<file path="src/design/sys_desc_defines.svh">
`ifndef SYS_DESC_DEFINES_SVH
`define SYS_DESC_DEFINES_SVH

// Type codes of system descriptors
`define TYPE_INVALID_LO     4'h0
`define TYPE_TSS_LEG_AVAIL  4'h1
`define TYPE_LDT            4'h2
`define TYPE_TSS_LEG_BUSY   4'h3
`define TYPE_CALL_LEG       4'h4
`define TYPE_TASK_GATE      4'h5
`define TYPE_INT_LEG        4'h6
`define TYPE_TRAP_LEG       4'h7
`define TYPE_INVALID_HI     4'h8
`define TYPE_TSS_EXT_AVAIL  4'h9
`define TYPE_RSVD_A         4'ha
`define TYPE_TSS_EXT_BUSY   4'hb
`define TYPE_CALL_EXT       4'hc
`define TYPE_RSVD_D         4'hd
`define TYPE_INT_EXT        4'he
`define TYPE_TRAP_EXT       4'hf

// Field positions in the second doubleword
`define HI_TYPE_LSB         8
`define HI_SYS_BIT          12
`define HI_DPL_LSB          13
`define HI_PRESENT_BIT      15
`define HI_G_BIT            23
`define HI_WCOUNT_LSB       0

// Exception vectors
`define EXC_NOT_PRESENT     8'h0b
`define EXC_GENERAL         8'h0d

// Page scaling of the limit
`define PAGE_SHIFT          12

// Register map
`define ADDR_CTRL           4'h0
`define ADDR_DESC_LO        4'h1
`define ADDR_DESC_HI        4'h2
`define ADDR_TASK_SEL       4'h3
`define ADDR_LOCAL_SEL      4'h4
`define ADDR_STATUS         4'h5
`define ADDR_BASE           4'h6
`define ADDR_LIMIT          4'h7
`define ADDR_ENTRY_SEL      4'h8
`define ADDR_ENTRY_OFS      4'h9
`define ADDR_COPY_INFO      4'ha
`define ADDR_TARGET         4'hb

`endif

</file>
<file path="src/design/sys_desc_pkg.sv">
package sys_desc_pkg;
    typedef enum logic [3:0] {
        CLASS_NONE = 4'b0001,
        CLASS_TSS  = 4'b0010,
        CLASS_LDT  = 4'b0100,
        CLASS_GATE = 4'b1000
    } desc_class_t;

    typedef enum logic [2:0] {
        ST_IDLE  = 3'b001,
        ST_CHECK = 3'b010,
        ST_DONE  = 3'b100
    } check_state_t;
endpackage : sys_desc_pkg

</file>
<file path="src/design/desc_field_if.sv">
`timescale 1ns/1ps
// Raw descriptor words and decoded fields between the top and the field extractor
interface desc_field_if;
    logic [31:0] word_lo;
    logic [31:0] word_hi;
    logic [31:0] base;
    logic [31:0] limit_bytes;
    logic [3:0]  dtype;
    logic        sys_flag;
    logic [1:0]  descriptor_privilege_level;
    logic        present;
    logic        legacy;
    logic [4:0]  word_count;
    logic [15:0] dest_sel;
    logic [31:0] dest_ofs;
    modport src (output word_lo, output word_hi,
                 input base, input limit_bytes, input dtype, input sys_flag,
                 input descriptor_privilege_level, input present, input legacy, input word_count,
                 input dest_sel, input dest_ofs);
    modport ext (input word_lo, input word_hi,
                 output base, output limit_bytes, output dtype, output sys_flag,
                 output descriptor_privilege_level, output present, output legacy, output word_count,
                 output dest_sel, output dest_ofs);
endinterface : desc_field_if

</file>
<file path="src/design/desc_field_extract.sv">
`timescale 1ns/1ps
`include "sys_desc_defines.svh"
// Pure combinational split of an 8-byte descriptor into its fields
module desc_field_extract (
    desc_field_if.ext f
);
    logic [19:0] raw_limit;
    logic        gran;

    // Legacy entries have an all-zero upper half in the second word
    assign f.legacy   = (f.word_hi[31:16] == 16'h0000);
    assign f.dtype    = f.word_hi[`HI_TYPE_LSB +: 4];
    assign f.sys_flag = f.word_hi[`HI_SYS_BIT];
    assign f.descriptor_privilege_level      = f.word_hi[`HI_DPL_LSB +: 2];
    assign f.present  = f.word_hi[`HI_PRESENT_BIT];
    assign f.word_count = f.word_hi[`HI_WCOUNT_LSB +: 5];
    assign f.dest_sel = f.word_lo[31:16];

    // Legacy offset is 16 bits; extended takes the upper half from word two
    assign f.dest_ofs = f.legacy ? {16'h0000, f.word_lo[15:0]}
                                 : {f.word_hi[31:16], f.word_lo[15:0]};

    // Base: 24 bits legacy, 32 bits extended
    assign f.base = f.legacy ? {8'h00, f.word_hi[7:0], f.word_lo[31:16]}
                             : {f.word_hi[31:24], f.word_hi[7:0], f.word_lo[31:16]};

    assign raw_limit = f.legacy ? {4'h0, f.word_lo[15:0]}
                                : {f.word_hi[19:16], f.word_lo[15:0]};
    assign gran = ~f.legacy & f.word_hi[`HI_G_BIT];

    // Page granularity scales the limit to 4K pages, low bits filled with ones
    assign f.limit_bytes = gran ? {raw_limit, 12'hfff} : {12'h000, raw_limit};
endmodule : desc_field_extract

</file>
<file path="src/design/system_descriptor_decoder.sv">
// Strobed register access and the placing of the registers are this design's own decisions.
`timescale 1ns/1ps
`include "sys_desc_defines.svh"
module system_descriptor_decoder (
    input  wire logic        clk,
    input  wire logic        rst,
    input  wire logic [3:0]  addr,
    input  wire logic [31:0] wdata,
    input  wire logic        wr,
    input  wire logic        rd,
    output logic      [31:0] rdata
);
    // ==========================================================
    // Control registers
    // ctrl: [0] start, [1] from local table, [2] privilege change, [3] if_in
    //       [5:4] target class: 0 none, 1 code segment, 2 task state segment
    logic [31:0] word_lo;
    logic [31:0] word_hi;
    logic [15:0] task_sel;
    logic [15:0] local_sel;
    logic        from_local;
    logic        priv_change;
    logic        if_in;
    logic [1:0]  target_kind;
    logic        start;
    sys_desc_pkg::check_state_t state;

    desc_field_if f ();
    assign f.word_lo = word_lo;
    assign f.word_hi = word_hi;

    desc_field_extract u_extract (
        .f (f)
    );

    // ==========================================================
    // Result registers
    sys_desc_pkg::desc_class_t dclass;
    logic        fault;
    logic [7:0]  fault_vec;
    logic        if_out;
    logic [15:0] entry_sel;
    logic [31:0] entry_ofs;
    logic [6:0]  copy_bytes;
    logic        copy_en;
    logic        is_busy;
    logic        is_ext;
    logic [1:0]  dpl_out;
    logic [31:0] base_out;
    logic [31:0] limit_out;

    // Type classification from the decoded type nibble
    logic is_tss;
    logic is_ldt;
    logic is_call;
    logic is_task;
    logic is_int;
    logic is_trap;
    logic is_bad_type;
    always_comb begin
        is_tss = 1'b0;
        is_ldt = 1'b0;
        is_call = 1'b0;
        is_task = 1'b0;
        is_int = 1'b0;
        is_trap = 1'b0;
        is_bad_type = 1'b0;
        case (f.dtype)
            `TYPE_TSS_LEG_AVAIL, `TYPE_TSS_LEG_BUSY,
            `TYPE_TSS_EXT_AVAIL, `TYPE_TSS_EXT_BUSY: is_tss = 1'b1;
            `TYPE_LDT: is_ldt = 1'b1;
            `TYPE_CALL_LEG, `TYPE_CALL_EXT: is_call = 1'b1;
            `TYPE_TASK_GATE: is_task = 1'b1;
            `TYPE_INT_LEG, `TYPE_INT_EXT: is_int = 1'b1;
            `TYPE_TRAP_LEG, `TYPE_TRAP_EXT: is_trap = 1'b1;
            default: is_bad_type = 1'b1;
        endcase
    end

    logic is_gate;
    assign is_gate = is_call | is_task | is_int | is_trap;

    // Fault decision, highest priority first
    logic       next_fault;
    logic [7:0] next_vec;
    always_comb begin
        next_fault = 1'b0;
        next_vec = 8'h00;
        if (f.sys_flag || is_bad_type) begin
            // Code/data entries are not system descriptors here
            next_fault = 1'b1;
            next_vec = `EXC_GENERAL;
        end else if (is_ldt && from_local) begin
            next_fault = 1'b1;
            next_vec = `EXC_GENERAL;
        end else if (!f.present) begin
            next_fault = 1'b1;
            next_vec = `EXC_NOT_PRESENT;
        end else if (is_task && target_kind != 2'd2) begin
            next_fault = 1'b1;
            next_vec = `EXC_GENERAL;
        end else if ((is_call || is_int || is_trap) && target_kind != 2'd1) begin
            next_fault = 1'b1;
            next_vec = `EXC_GENERAL;
        end
    end

    // ==========================================================
    // Register writes
    always_ff @(posedge clk) begin
        if (rst) begin
            word_lo <= 32'h0;
            word_hi <= 32'h0;
            from_local <= 1'b0;
            priv_change <= 1'b0;
            if_in <= 1'b0;
            target_kind <= 2'd0;
            local_sel <= 16'h0;
        end else if (wr) begin
            case (addr)
                `ADDR_CTRL: begin
                    from_local <= wdata[1];
                    priv_change <= wdata[2];
                    if_in <= wdata[3];
                    target_kind <= wdata[5:4];
                end
                `ADDR_DESC_LO: word_lo <= wdata;
                `ADDR_DESC_HI: word_hi <= wdata;
                `ADDR_LOCAL_SEL: local_sel <= wdata[15:0];
                default: ;
            endcase
        end
    end

    // Start pulse from control bit 0
    always_ff @(posedge clk) begin
        if (rst) begin
            start <= 1'b0;
        end else begin
            start <= wr && addr == `ADDR_CTRL && wdata[0];
        end
    end

    // ==========================================================
    // Check sequencer: one cycle to latch, results stand until next start
    always_ff @(posedge clk) begin
        if (rst) begin
            state <= sys_desc_pkg::ST_IDLE;
        end else begin
            case (state)
                sys_desc_pkg::ST_IDLE: if (start) state <= sys_desc_pkg::ST_CHECK;
                sys_desc_pkg::ST_CHECK: state <= sys_desc_pkg::ST_DONE;
                sys_desc_pkg::ST_DONE: if (start) state <= sys_desc_pkg::ST_CHECK;
                default: state <= sys_desc_pkg::ST_IDLE;
            endcase
        end
    end

    // Result capture in the check cycle
    always_ff @(posedge clk) begin
        if (rst) begin
            dclass <= sys_desc_pkg::CLASS_NONE;
            fault <= 1'b0;
            fault_vec <= 8'h00;
            if_out <= 1'b0;
            entry_sel <= 16'h0;
            entry_ofs <= 32'h0;
            copy_bytes <= 7'h0;
            copy_en <= 1'b0;
            is_busy <= 1'b0;
            is_ext <= 1'b0;
            dpl_out <= 2'd0;
            base_out <= 32'h0;
            limit_out <= 32'h0;
        end else if (state == sys_desc_pkg::ST_CHECK) begin
            fault <= next_fault;
            fault_vec <= next_vec;
            is_ext <= ~f.legacy;
            base_out <= f.base;
            limit_out <= f.limit_bytes;
            is_busy <= is_tss & f.dtype[1];
            dpl_out <= is_ldt ? 2'd0 : f.descriptor_privilege_level;
            // A set system flag marks a code/data entry, so no system class is given
            dclass <= f.sys_flag ? sys_desc_pkg::CLASS_NONE :
                      is_tss ? sys_desc_pkg::CLASS_TSS :
                      is_ldt ? sys_desc_pkg::CLASS_LDT :
                      is_gate ? sys_desc_pkg::CLASS_GATE : sys_desc_pkg::CLASS_NONE;
            entry_sel <= is_gate ? f.dest_sel : 16'h0;
            entry_ofs <= (is_int || is_trap || is_call) ? f.dest_ofs : 32'h0;
            // Interrupt gate clears IF, trap gate passes it through
            if_out <= is_int ? 1'b0 : if_in;
            copy_en <= is_call && priv_change && !next_fault;
            // Parameter bytes: count times 2 or 4 by gate format
            copy_bytes <= (is_call && priv_change)
                          ? (f.dtype[3] ? {f.word_count, 2'b00} : {1'b0, f.word_count, 1'b0})
                          : 7'h0;
        end
    end

    // Current task selector updated by software when a task starts running
    always_ff @(posedge clk) begin
        if (rst) begin
            task_sel <= 16'h0;
        end else if (wr && addr == `ADDR_TASK_SEL) begin
            task_sel <= wdata[15:0];
        end
    end

    // ==========================================================
    // Read port, data one cycle after the strobe; unmapped reads zero
    always_ff @(posedge clk) begin
        if (rst) begin
            rdata <= 32'h0;
        end else if (rd) begin
            case (addr)
                `ADDR_CTRL: rdata <= {26'h0, target_kind, if_in, priv_change, from_local, 1'b0};
                `ADDR_DESC_LO: rdata <= word_lo;
                `ADDR_DESC_HI: rdata <= word_hi;
                `ADDR_TASK_SEL: rdata <= {16'h0, task_sel};
                `ADDR_LOCAL_SEL: rdata <= {16'h0, local_sel};
                `ADDR_STATUS: rdata <= {8'h00, fault_vec, 4'h0, dclass, dpl_out,
                                        is_busy, is_ext, if_out, copy_en, fault,
                                        state == sys_desc_pkg::ST_DONE};
                `ADDR_BASE: rdata <= base_out;
                `ADDR_LIMIT: rdata <= limit_out;
                `ADDR_ENTRY_SEL: rdata <= {16'h0, entry_sel};
                `ADDR_ENTRY_OFS: rdata <= entry_ofs;
                `ADDR_COPY_INFO: rdata <= {25'h0, copy_bytes};
                default: rdata <= 32'h0;
            endcase
        end else begin
            rdata <= 32'h0;
        end
    end
endmodule : system_descriptor_decoder

</file>
<file path="config.mk">
export PLATFORM = sky130hd
export DESIGN_NAME = system_descriptor_decoder
export DESIGN_NICKNAME = d
export VERILOG_FILES = /design/src/design/sys_desc_pkg.sv /design/src/design/desc_field_if.sv /design/src/design/desc_field_extract.sv /design/src/design/system_descriptor_decoder.sv
export VERILOG_INCLUDE_DIRS = /design/src /design/src/design
export SDC_FILE = /design/constraint.sdc
export NUM_CORES = 1
export LEC_CHECK = 0
export CORE_MARGIN = 8
export CORE_UTILIZATION = 60
export DETAILED_ROUTE_END_ITERATION = 16
export DONT_BUFFER_PORTS = 1
export PLACE_DENSITY = 0.79
export SYNTH_ARGS = -nofsm -noshare
export SYNTH_HDL_FRONTEND = slang
export SYNTH_SLANG_ARGS = --single-unit
</file>
<file path="constraint.sdc">
create_clock -name clk -period 5.4 [get_ports clk]
set_clock_uncertainty 0.05 [all_clocks]
set_input_delay 0.54 -clock clk [delete_from_list [all_inputs] [get_ports clk]]
set_output_delay 0.54 -clock clk [all_outputs]
set_load 0.05 [all_outputs]
</file>
# ---- After elaboration in Yosys (flattened, before gate mapping)
# Index checks and enable logic that the tools add are counted.
dict set report totals {
  elab_cells 120
  in_bits 40
  ff_bits 275
}
dict set report classes {
  reduce_logical 27
  mux 34
  bitwise 7
  n_eq_ne 28
}
# operator n
set op_table {}
lappend op_table {{one-hot mux 32 bit (11 select lines)} 1}
lappend op_table {{2-to-1 mux 32 bit} 4}
lappend op_table {{2-to-1 mux 4 bit} 9}
lappend op_table {{equality test 4 x 3 -> 1 bit (second input constant)} 8}
lappend op_table {{equality test 4 bit (second input constant)} 8}
lappend op_table {{2-to-1 mux 20 bit} 1}
lappend op_table {{equality test 4 x 2 -> 1 bit (second input constant)} 4}
lappend op_table {{logical NOT 16 bit} 1}
lappend op_table {{2-to-1 mux 16 bit} 1}
lappend op_table {{2-to-1 mux 7 bit} 2}
lappend op_table {{2-to-1 mux 1 bit} 13}
lappend op_table {{OR reduction 12 bit} 1}
lappend op_table {{OR reduction 2 bit} 5}
lappend op_table {{equality test 4 x 1 -> 1 bit (second input constant)} 2}
lappend op_table {{logical AND 1 bit} 8}
lappend op_table {{AND reduction 2 bit} 4}
lappend op_table {{one-hot mux 3 bit (2 select lines)} 1}
lappend op_table {{logical OR 1 bit} 5}
lappend op_table {{logical NOT 4 bit} 1}
lappend op_table {{!= test 2 x 1 -> 1 bit (second input constant)} 2}
lappend op_table {{OR reduction 4 bit} 1}
lappend op_table {{equality test 3 x 1 -> 1 bit (second input constant)} 1}
lappend op_table {{equality test 3 x 2 -> 1 bit (second input constant)} 1}
lappend op_table {{equality test 3 bit (second input constant)} 1}
lappend op_table {{7 further kinds} 11}

# ---- Logic depth before layout (Yosys ltp)
# Gate-level depths: netlist of run 1.
dict set report logic_depth {
  ltp_word 13
  ltp_mapped 7
  depth_no_buf 4
}

# ---- By module
# From an unflattened synthesis of run 1, not the netlist that was laid out.
dict set report unflattened {
  cells_unflattened 1395
  area_unflattened_um2 11529.8
}
# mod seq_area_each_um2 instances cells_per_inst area_each_um2
set by_module_without_submodules {}
lappend by_module_without_submodules {system_descriptor_decoder 5365.1 1 1261 10552.6}
lappend by_module_without_submodules {desc_field_extract 0.0 1 134 977.2}

# ---- Worst setup path before layout of run 1
# Ideal clock, no wire load.
dict set report synth_timing {
  kind {input port to flip-flop}
  start {input port addr[3]}
  end {register rdata[8]}
  arrival_ns 1.698
  setup_time_ns 0.134
  setup_slack_ns 3.518
  n_path_buf 2
  path_stages 6
  cell_sequence {buf_2 -> and4bb_2 -> clkbuf_1 -> a22o_1 -> a221oi_1 -> a31oi_1}
}
dict set report synth_via {
  elab_chain_len 2
  word_cells_on_any_way 12
  cone_classes {10 x eq/ne; 1 x mux; 1 x reduce/logical}
}
# item line_no
set synth_lines {}
lappend synth_lines {{start, declared} system_descriptor_decoder.sv:7} ;# input wire logic [3:0] addr,
lappend synth_lines {{equality test 4 bit, or another cell as far along} system_descriptor_decoder.sv:215} ;# case (addr)
lappend synth_lines {{one-hot mux 32 bit (11 select lines) (*)} system_descriptor_decoder.sv:215}
lappend synth_lines {{end signal, assigned} system_descriptor_decoder.sv:216} ;# `ADDR_CTRL: rdata <= {26'h0, target_kind, if_in, priv_change, from_local, 1'b0};
lappend synth_lines {{end signal, assigned} system_descriptor_decoder.sv:217} ;# `ADDR_DESC_LO: rdata <= word_lo;
lappend synth_lines {{end signal, assigned} system_descriptor_decoder.sv:218} ;# `ADDR_DESC_HI: rdata <= word_hi;
lappend synth_lines {{end, declared} system_descriptor_decoder.sv:11} ;# output logic [31:0] rdata
# Every way passes the cells marked *; elsewhere a longest branch is shown, timed or not.
# A chain may end at the register's enable or synchronous reset.

# ---- Final worst setup path of run 1
dict set report layout_timing {
  start {register state[1]}
  end {register entry_ofs[28]}
}
dict set report layout_via {
  elab_chain_len 1
}
# item line_no
set layout_lines {}
lappend layout_lines {{start, declared} system_descriptor_decoder.sv:26} ;# sys_desc_pkg::check_state_t state;
lappend layout_lines {{start signal, assigned} system_descriptor_decoder.sv:148} ;# state <= sys_desc_pkg::ST_IDLE;
lappend layout_lines {{start signal, assigned} system_descriptor_decoder.sv:151} ;# sys_desc_pkg::ST_IDLE: if (start) state <= sys_desc_pkg::ST_CHECK;
lappend layout_lines {{start signal, assigned} system_descriptor_decoder.sv:152} ;# sys_desc_pkg::ST_CHECK: state <= sys_desc_pkg::ST_DONE;
lappend layout_lines {{equality test 3 x 2 -> 1 bit} system_descriptor_decoder.sv:175} ;# end else if (state == sys_desc_pkg::ST_CHECK) begin
lappend layout_lines {{end signal, assigned} system_descriptor_decoder.sv:189} ;# entry_ofs <= (is_int || is_trap || is_call) ? f.dest_ofs : 32'h0;
lappend layout_lines {{end, declared} system_descriptor_decoder.sv:43} ;# logic [31:0] entry_ofs;
# No other way between the ends.

==> results of run 1 <==
==> cell families after synthesis <==
kind of cell | after synthesis
muxes | 21
AOI/OAI and AO/OA | 387
buffers and inverters | 126
DFF | 268
and+or+nand+nor | 447
xor gates and xnor gates | 2
==> cell type report <==
type	count	area, sq um	share of cell area, %
clock buffer	41	818.3	7.074
clock inverter	9	127.6	1.103
inverter	8	30.03	0.2596
multi-input combinational	857	4842	41.86
sequential	268	5365	46.38
tap	229	286.5	2.477
timing repair buffer	13	97.59	0.8437
==> per-stage QoR <==
stage | worst slack, ns | utilization (%) | cells
3_5_place_dp | 2.538 | 59.74 | 1375
2_1_floorplan | 3.518 | - | 1251
6_report | 2.620 | 65.06 | 1425
3_3_place_gp | 2.667 | 59.74 | 1375
4_1_cts | 2.665 | 65.06 | 1425
5_1_grt | 2.452 | 65.06 | 1425
==> flip-flops by register name, indices dropped and copies added (netlist names), 2 cells and up <==
name	cells
limit_out	32
state	3
f.word_lo	32
entry_sel	16
local_sel	16
target_kind	2
fault_vec	3
dclass	4
rdata	32
task_sel	16
entry_ofs	32
dpl_out	2
copy_bytes	6
f.word_hi	32
base_out	32
==> report_power, final <==
part,switching (mW),total [mW],internal [mW]
clock network,0.785,1.97,1.19
logic,0.0510,0.0754,0.0244
registers,0.0158,2.00,1.99
==> layout by cell type (no fill, tap or decap), types with 2 or more instances in the layout <==
cell	count
and2_1	6
o21ai_0	5
o211ai_1	2
a211o_1	2
a211oi_1	9
a31oi_1	34
a22o_1	17
clkbuf_1	5
a22oi_1	97
buf_4	13
nor4_1	4
nand3b_1	4
nand2_1	282
mux2i_1	16
and4bb_2	2
clkbuf_8	9
nor3_1	3
a32oi_1	16
clkinv_2	4
dfxtp_1	268
a311oi_1	2
nor2_1	98
nand2b_1	4
bufinv_16	3
nor2b_1	12
nor4bb_1	3
nor4b_4	3
nor3b_1	3
a222oi_1	23
a21oi_1	150
nand3_1	8
a221oi_1	14
mux2_2	5
inv_1	8
inv_6	2
clkbuf_16	27
==> final timing paths <==
path	startpoint	to	slack (ns)	depth (start not counted)
max	state[1]$_SDFFE_PP0P_	entry_ofs[28]$_SDFFE_PP0N_	2.62	4
min	rst	task_sel[4]$_SDFFE_PP0P_	0.03	1
min reg2reg	task_sel[9]$_SDFFE_PP0P_	task_sel[9]$_SDFFE_PP0P_	0.40	2
max reg2reg	state[1]$_SDFFE_PP0P_	entry_ofs[28]$_SDFFE_PP0N_	2.62	4
==> per-layer routing <==
layer / vias to the layer above / routed length (um) / GRT usage (%)
met4: 2 / 1517 / 12.49
met3: 121 / 4620 / 9.495
met2: 631 / 14500 / 43.15
met5: - / 5 / 0
met1: 4514 / 13250 / 39.17
li1: 4324 / - / -
==> critical path: stages, from the launching register on <==
cell	delay, ns
dfxtp_1	0.42
or3b_4	0.71
a41oi_2	1.10
a32oi_1	0.25
nor2_1	0.14
==> impl_metrics.tcl, run 1 <==
set metrics [dict create \
    rows 49 \
    grt_usage_pct 29.46 \
    path_class "reg -> reg" \
    grt_pass1_vias 8736 \
    die_width_um 149.9 \
    synth_top_family_by_area "compound AO/OA/AOI/OAI gates" \
    crit_path_start_kind "flop" \
    hold_path.class "in -> reg" \
    setup_viol 0 \
    via_count 9592 \
    period_needed_ns 2.780 \
    required_ns 5.81 \
    ys_seq_area_share_pct 49.91 \
    die_y_um 149.9 \
    initial_core_util_pct 60.46 \
    synthTopCellsByArea "dfxtp_1 50%, nand2_1 9.8%, a21oi_1 7.0%" \
    first_pass_iters 7 \
    final_layout_size_suffix_gt1_share_pct 6.605 \
    avgSynthCellArea_sq_um 8.593 \
    ys.warnings.count 0 \
    drt_iter0_drc 1602 \
    fp.dieArea_sq_um 22460 \
    power_mw 4.051 \
    ys_ff_latch 268 \
    yosysTopAreaCell "dfxtp_1" \
    grt_max_degree 234 \
    cts-root-buf "clkbuf_16" \
    cp-end-kind "flop" \
    async_flop_share_pct 0 \
    final.period_utilization_pct 51.49 \
    numCtsBuffers 27 \
    ys.flop_type "dfxtp_1" \
    p_leak_nw 3.652 \
    clock_sinks 268 \
    final_area_sq_um 11570 \
    setup_tns_ns 0 \
    cts_buffer_depth 3 \
    hold_ws_ns 0.02856 \
    synthDistinctLibCells 66 \
    worstMarginPinSlew_ns 1.259 \
    post_cts_buffers 0 \
    synthTopCellsByCount "282 x nand2_1, 268 x dfxtp_1, 150 x a21oi_1, 98 x nor2_1, 97 x a22oi_1" \
    routedWlPerCell_um 23.78 \
    antenna_found_initial 1 \
    hold_buffers 0 \
    arrival_ns 3.20 \
    path_clk_slew_ns 0.06 \
    hpwl_um 20750 \
    cts_resized 0 \
    overflow 0 \
    drc 0 \
    syn_to_final_growth_pct 7.600 \
    synth_area_sq_um 10750 \
    gp_congestion 0.9422 \
    cts_tree "yes" \
    grt_pass1_wl_um 51830 \
    io_pins 72 \
    portBuffers 0 \
    insertion_delay_ns 0.55 \
    place_area_sq_um 10620 \
    status "finished clean" \
    detail_route.wirelength_um 33890 \
    synth_mux_area_share_pct 2.014 \
    powerDensity_nw_per_um2 350.2 \
    synth-simple-area-share_pct 18.06 \
    synth-xor-area-share_pct 0.1629 \
    relSlewSlack_pct 16.06 \
    fp.coreArea_sq_um 17780 \
    slew_viol_final 0 \
    viasPerCell 6.731 \
    rsz0062_at_grt "no" \
    max_freq_mhz 359.7 \
    ant_nets 0 \
    synth_edf_count 0 \
    yosysMostFrequentCell "nand2_1" \
    syn_nets 1291 \
    synthAdderAreaFrac_pct 0 \
    cap_violations 0 \
    syn_inst 1251 \
    antenna_cells 0 \
    worst-path-max-fanout 60 \
    n_fill_cell 1473 \
    htreeDepth 1 \
    hold_viol_final 0 \
    synth_top_area_share_pct 49.91 \
    nets 1215 \
    synth_compound_gate_area_share_pct 24.55 \
    irDropWorstVdd_uv 264.5 \
]
Note: power is estimated with default switching activity, not from simulation.
==> run 2, diff against run 1 <==
- ABC_AREA: not set -> 1
- CORE_UTILIZATION: 60 -> 57
- PLACE_DENSITY: 0.79 -> 0.78
- clock period: 5.4 -> 2.2 ns (I/O delays scaled with it)
==> run 2 against run 1 <==
- count of clock-buffer cells in the layout decreased by 1
- fmax grew 34%
- highest routed layer unchanged
- combinational power grew to 5.6 times the previous value
- die area increased by 6.4%
- largest cell class unchanged
- sequential power rose by 150%
==> impl_metrics.tcl, run 2 <==
set metrics [dict create \
    p_leak_nw 4.760 \
    cts_tree "yes" \
    required_ns 2.57 \
    rows 50 \
    crit_path_start_kind "flop" \
    path_clk_slew_ns 0.06 \
    grt_max_degree 107 \
    detail_route.wirelength_um 36250 \
    cap_violations 0 \
    fp.dieArea_sq_um 23900 \
    mostFrequentLayoutCells "408 x nand2_1, 267 x dfxtp_1, 251 x a21oi_1, 125 x o21ai_0, 108 x nor2_1" \
    cts_buffer_depth 3 \
    hold_viol_final 0 \
    io_pins 72 \
    worstMarginPinSlew_ns 0.7955 \
    via_count 10960 \
    p_clk_share_pct 45.2 \
    avgSynthCellArea_sq_um 7.185 \
    swShare_pct 22.44 \
    n_fill_cell 1511 \
    routedWlPerCell_um 19.87 \
    grt_pass1_vias 10180 \
    insertion_delay_ns 0.53 \
    setup_tns_ns 0 \
    setup_viol 0 \
    die_y_um 154.6 \
    final_common_cell "nand2_1" \
    comb_power_share_pct 4.3 \
    nets 1613 \
    placed_cells 1689 \
    initial_core_util_pct 58.34 \
    async_flop_share_pct 0 \
    synth_area_sq_um 10950 \
    drc 0 \
    syn_nets 1564 \
    powerDensity_nw_per_um2 755.9 \
    syn_to_final_growth_pct 17.86 \
    synthTopCellsByArea "dfxtp_1 49%, nand2_1 14%, a21oi_1 11%" \
    syn_inst 1524 \
    viasPerCell 6.011 \
    path_class "reg -> reg" \
    synth_top_area_share_pct 49.00 \
    p_sw_mw 2.189 \
    cp-end-kind "flop" \
    htreeDepth 1 \
    hpwl_um 22240 \
    max_freq_mhz 480.8 \
    ys_seq_area_share_pct 49.00 \
    irDropWorstVdd_uv 625.5 \
    drt_iter0_drc 1249 \
    grt_pass1_wl_um 56200 \
    ys.warnings.count 0 \
    crit_path_cell_trace "nor2_1 -> inv_1 -> nand2_4 -> buf_4 -> nand3_1 -> a21oi_1 -> dlygate4sd3_1" \
    cts-root-buf "clkbuf_16" \
    slew_viol_final 0 \
    synthTopCellsByCount "410 x nand2_1, 268 x dfxtp_1, 251 x a21oi_1, 125 x o21ai_0, 109 x nor2_1" \
    gp_congestion 0.8954 \
    cp_slowest_stage_delay_ns 0.62 \
    final.period_utilization_pct 94.54 \
    synth_edf_count 0 \
    yosysMostFrequentCell "nand2_1" \
    status "finished clean" \
    first_pass_iters 7 \
    internal_power_mw 7.565 \
    hold_path.class "in -> reg" \
    relSlewSlack_pct 46.84 \
    period_needed_ns 2.080 \
    antenna_found_initial 2 \
    final_layout_size_suffix_gt1_share_pct 5.919 \
    fp.coreArea_sq_um 18770 \
    worst-path-max-fanout 12 \
    critPathSlowestCell "dfxtp_1" \
    arrival_ns 2.45 \
    grt_usage_pct 29.38 \
    portBuffers 0 \
    ys.flop_type "dfxtp_1" \
    numCtsBuffers 27 \
    ys_ff_latch 268 \
    synthDistinctLibCells 30 \
    die_width_um 154.6 \
    ant_nets 0 \
    pwr-share-seq_pct 50.5 \
    rsz0062_at_grt "no" \
    clock_sinks 268 \
    final_cells 1824 \
    yosysTopAreaCell "dfxtp_1" \
    overflow 0 \
]
run 2: worst max-delay path: cells and delay by family (launching register included):
kind | cells | cell delay (ns)
buffers and inverters | 3 | 0.89
flip-flops | 1 | 0.62
AND/OR/NAND/NOR | 3 | 0.33
AO/OA/AOI/OAI | 1 | 0.07
run 2: final timing paths:
check	from	end	slack [ns]	cells past startpoint
max	f.word_hi[11]$_SDFFE_PP0P_	entry_sel[9]$_SDFFE_PP0N_	0.12	7
min	wr	local_sel[1]$_SDFFE_PP0P_	0.05	2
max reg2reg	f.word_hi[11]$_SDFFE_PP0P_	entry_sel[9]$_SDFFE_PP0N_	0.12	7
min reg2reg	local_sel[4]$_SDFFE_PP0P_	local_sel[4]$_SDFFE_PP0P_	0.40	2
run 2: layout make-up:
class | instances | area (sq um) | share of cell area (%)
Antenna cell | 2 | 5.005 | 0.03878
Clock buffer | 40 | 784.5 | 6.079
Clock inverter | 4 | 45.04 | 0.3490
Inverter | 97 | 364.1 | 2.821
Multi-Input combinational cell | 1059 | 4806 | 37.24
Sequential cell | 268 | 5366 | 41.58
Tap cell | 234 | 292.8 | 2.269
Timing Repair Buffer | 120 | 1241 | 9.618
run 2: kinds of logic (layout without fill, tap and decap cells):
kind of cell,after synthesis,after routing,synth area share [%]
other,0,2,0
flip-flops,268,268,49.00
AO/OA/AOI/OAI,416,416,19.85
AND/OR/NAND/NOR,643,643,23.81
buffers and inverters,197,261,7.336
run 2: through the flow:
| step | utilization (%) | power (mW) | instance area [sq um] | setup slack (ns) | hold slack [ns] |
|---|---|---|---|---|---|
| global placement | 59.36 | 5.298 | 11140 | 0.4812 | 0.2513 |
| CTS | 68.46 | 9.741 | 12850 | 0.07761 | 0.02016 |
| global route | 68.73 | 9.999 | 12900 | 0.003042 | 0.03453 |
| finish | 68.76 | 9.754 | 12900 | 0.1200 | 0.04731 |
| detailed placement | 59.36 | 5.303 | 11140 | 0.4504 | 0.2551 |
| floorplan | - | 5.249 | 10950 | 0.8566 | 0.2983 |
run 2: what timing repair did:
item,CTS,global route
endpoints found under the hold margin,214,0
gates resized for setup,0,3
buffers inserted,0,4
hold buffers,85,0
endpoints found under the setup margin,0,16
run 2: power by group through the flow:
stage	Combinational, mW	Sequential (mW)	Clock (mW)
2_1_floorplan	0.232	5.02	0
3_3_place_gp	0.269	5.03	0
3_5_place_dp	0.272	5.03	0
4_1_cts	0.404	4.92	4.41
5_1_grt	0.445	4.93	4.63
6_report	0.420	4.93	4.41
run 2: per-layer routing:
layer  vias to the layer above  track usage (%)  share of wire (%)
met5                         -                0              0.061
met4                         4            14.28                5.0
met3                       129            7.244                 12
met2                       659            45.07                 44
met1                      5083            38.09                 39
li1                       5089                -                  -
==> run 3, diff against run 2 <==
- CORE_UTILIZATION: 57 -> 45
- PLACE_DENSITY: 0.78 -> 0.65
==> run 3 against run 2 <==
- global-route usage is 5.2 points lower
- critical path depth shrank 1
- utilization shrank 14 points
- largest power group unchanged
- via count is 3.3% lower
- power grew 5.1%
- count of clock-buffer cells in the layout up 5
- fmax rose by 0.14%
- flip-flop and latch count stayed put
- sequential share of layout area shrank 1.2 points
- clock power increased by 11%
- first-iteration DRC count shrank 14%
==> impl_metrics.tcl, run 3 (same netlist as run 2, synthesis figures left out) <==
set metrics [dict create \
    crit_path_start_kind "flop" \
    insertion_delay_ns 0.54 \
    nets 1630 \
    crit_path_cell_trace "inv_1 -> nand3_4 -> buf_4 -> nand2_1 -> a21oi_1 -> dlygate4sd3_1" \
    numCtsBuffers 28 \
    grt_pass1_vias 10060 \
    final_util_pct 55.08 \
    mostFrequentLayoutCells "409 x nand2_1, 267 x dfxtp_1, 251 x a21oi_1, 125 x o21ai_0, 108 x nor2_1" \
    routedWlPerCell_um 18.71 \
    worstMarginPinSlew_ns 0.6776 \
    cp-end-kind "flop" \
    status "finished clean" \
    viasPerCell 5.475 \
    syn_to_final_growth_pct 21.27 \
    cap_violations 0 \
    portBuffers 0 \
    swShare_pct 22.07 \
    hold_start "rst" \
    p_clk_share_pct 47.9 \
    comb_power_share_pct 4.0 \
    internal_power_mw 7.985 \
    cp-startpoint "state[2]$_SDFFE_PP0P_" \
    final.period_utilization_pct 94.41 \
    setup_viol 0 \
    relSlewSlack_pct 54.72 \
    post_cts_buffers 0 \
    powerDensity_nw_per_um2 771.8 \
    grt_usage_pct 24.23 \
    overflow 0 \
    first_pass_iters 6 \
    r2r_slack_ns 0.12 \
    rr_worst_depth 6 \
    hold_path.class "in -> reg" \
    die_y_um 172.0 \
    cp_slowest_stage_delay_ns 0.57 \
    fp.coreArea_sq_um 24110 \
    fp.dieArea_sq_um 29580 \
    via_count 10600 \
    drc 0 \
    arrival_ns 2.51 \
    cts-root-buf "clkbuf_16" \
    drt_iter0_drc 1071 \
    hpwl_um 22550 \
    n_fill_cell 2354 \
    die_width_um 172.0 \
    p_leak_nw 4.827 \
    crit_end "base_out[8]$_SDFFE_PP0N_" \
    required_ns 2.63 \
    critPathSlowestCell "dlygate4sd3_1" \
    grt_max_degree 109 \
    irDropWorstVdd_uv 587.3 \
    pwr-share-seq_pct 48.0 \
    grt_pass1_wl_um 56300 \
    detail_route.wirelength_um 36220 \
    rows 57 \
    max_freq_mhz 481.5 \
    rsz0062_at_grt "no" \
    r2r-end "base_out[8]$_SDFFE_PP0N_" \
    hold_viol_final 0 \
    gp_congestion 0.8924 \
    p_sw_mw 2.262 \
    clock_sinks 268 \
    worst-path-max-fanout 51 \
    path_class "reg -> reg" \
    slew_viol_final 0 \
    path_clk_slew_ns 0.06 \
    worstReg2RegStart "state[2]$_SDFFE_PP0P_" \
    cts_tree "yes" \
    io_pins 72 \
    ant_nets 0 \
    final_layout_size_suffix_gt1_share_pct 5.835 \
    initial_core_util_pct 45.42 \
    setup_tns_ns 0 \
    final_common_cell "nand2_1" \
    cts_buffer_depth 3 \
    htreeDepth 1 \
    antenna_found_initial 0 \
    period_needed_ns 2.077 \
]
[run 3: cell count changes in the layout (fill, tap and decap cells not counted), sizes merged]
cell,previous run,this run
dlygate4sd3,83,102
clkinv,4,3
buf,37,33
clkbuf,40,46
clkinvlp,0,1
bufinv,1,3
diode,2,1
[run 3: layout make-up]
type                       instances  area, sq um  share of cell area [%]
antenna                            1        2.502                 0.01885
clock buffer                      45        845.8                   6.370
clock inverter                     6        107.6                  0.8104
inverter                          97        364.1                   2.742
multi-input combinational       1059         4798                   36.14
sequential                       268         5366                   40.42
tap                              324        405.4                   3.053
timing repair buffer             136         1388                   10.45
[run 3: worst min path at each step]
stage	end	slack (ns)	cells past startpoint
2_1_floorplan	start$_SDFF_PP0_	0.30	2
3_3_place_gp	task_sel[7]$_SDFFE_PP0P_	0.25	1
3_5_place_dp	task_sel[10]$_SDFFE_PP0P_	0.26	1
4_1_cts	dclass[0]$_SDFFE_PP1N_	0.04	3
5_1_grt	dclass[0]$_SDFFE_PP1N_	0.08	3
6_report	dclass[0]$_SDFFE_PP1N_	0.07	3
[run 3: timing repair]
action / 4_1_cts / 5_1_grt
setup endpoints to repair: 0 / 5
hold buffers: 103 / 0
endpoints found under the hold margin: 214 / 0
resized for setup: 0 / 4
[run 3: routing by layer]
layer / wire length [um] / GRT usage [%]
met1: 15460 / 32.20
met2: 15950 / 37.79
met3: 3337 / 4.886
met4: 1467 / 10.31
met5: 0 / 0
[run 3: stage by stage]
stage	power, mW	setup WS, ns	cell area (sq um)	hold WS (ns)	std cells
floorplan	5.249	0.8566	10950	0.2983	1524
global placement	5.303	0.4633	11240	0.2535	1780
detailed placement	5.306	0.4094	11240	0.2591	1780
CTS	10.30	0.05022	13240	0.03714	1934
global route	10.52	0.0004183	13280	0.07727	1935
finish	10.25	0.1230	13280	0.07461	1936
[run 3: critical path, delay by kind of cell, from the launching register on]
kind / cells / cell delay [ns]
compound gates: 1 / 0.19
simple gates: 2 / 0.26
buf+inv: 3 / 1.17
flops: 1 / 0.32
[run 3: power by group through the flow]
stage / logic [mW] / clock network, mW / registers, mW
6_report: 0.412 / 4.91 / 4.92
3_5_place_dp: 0.276 / 0 / 5.03
5_1_grt: 0.442 / 5.15 / 4.92
4_1_cts: 0.405 / 4.97 / 4.92
2_1_floorplan: 0.232 / 0 / 5.02
3_3_place_gp: 0.273 / 0 / 5.03
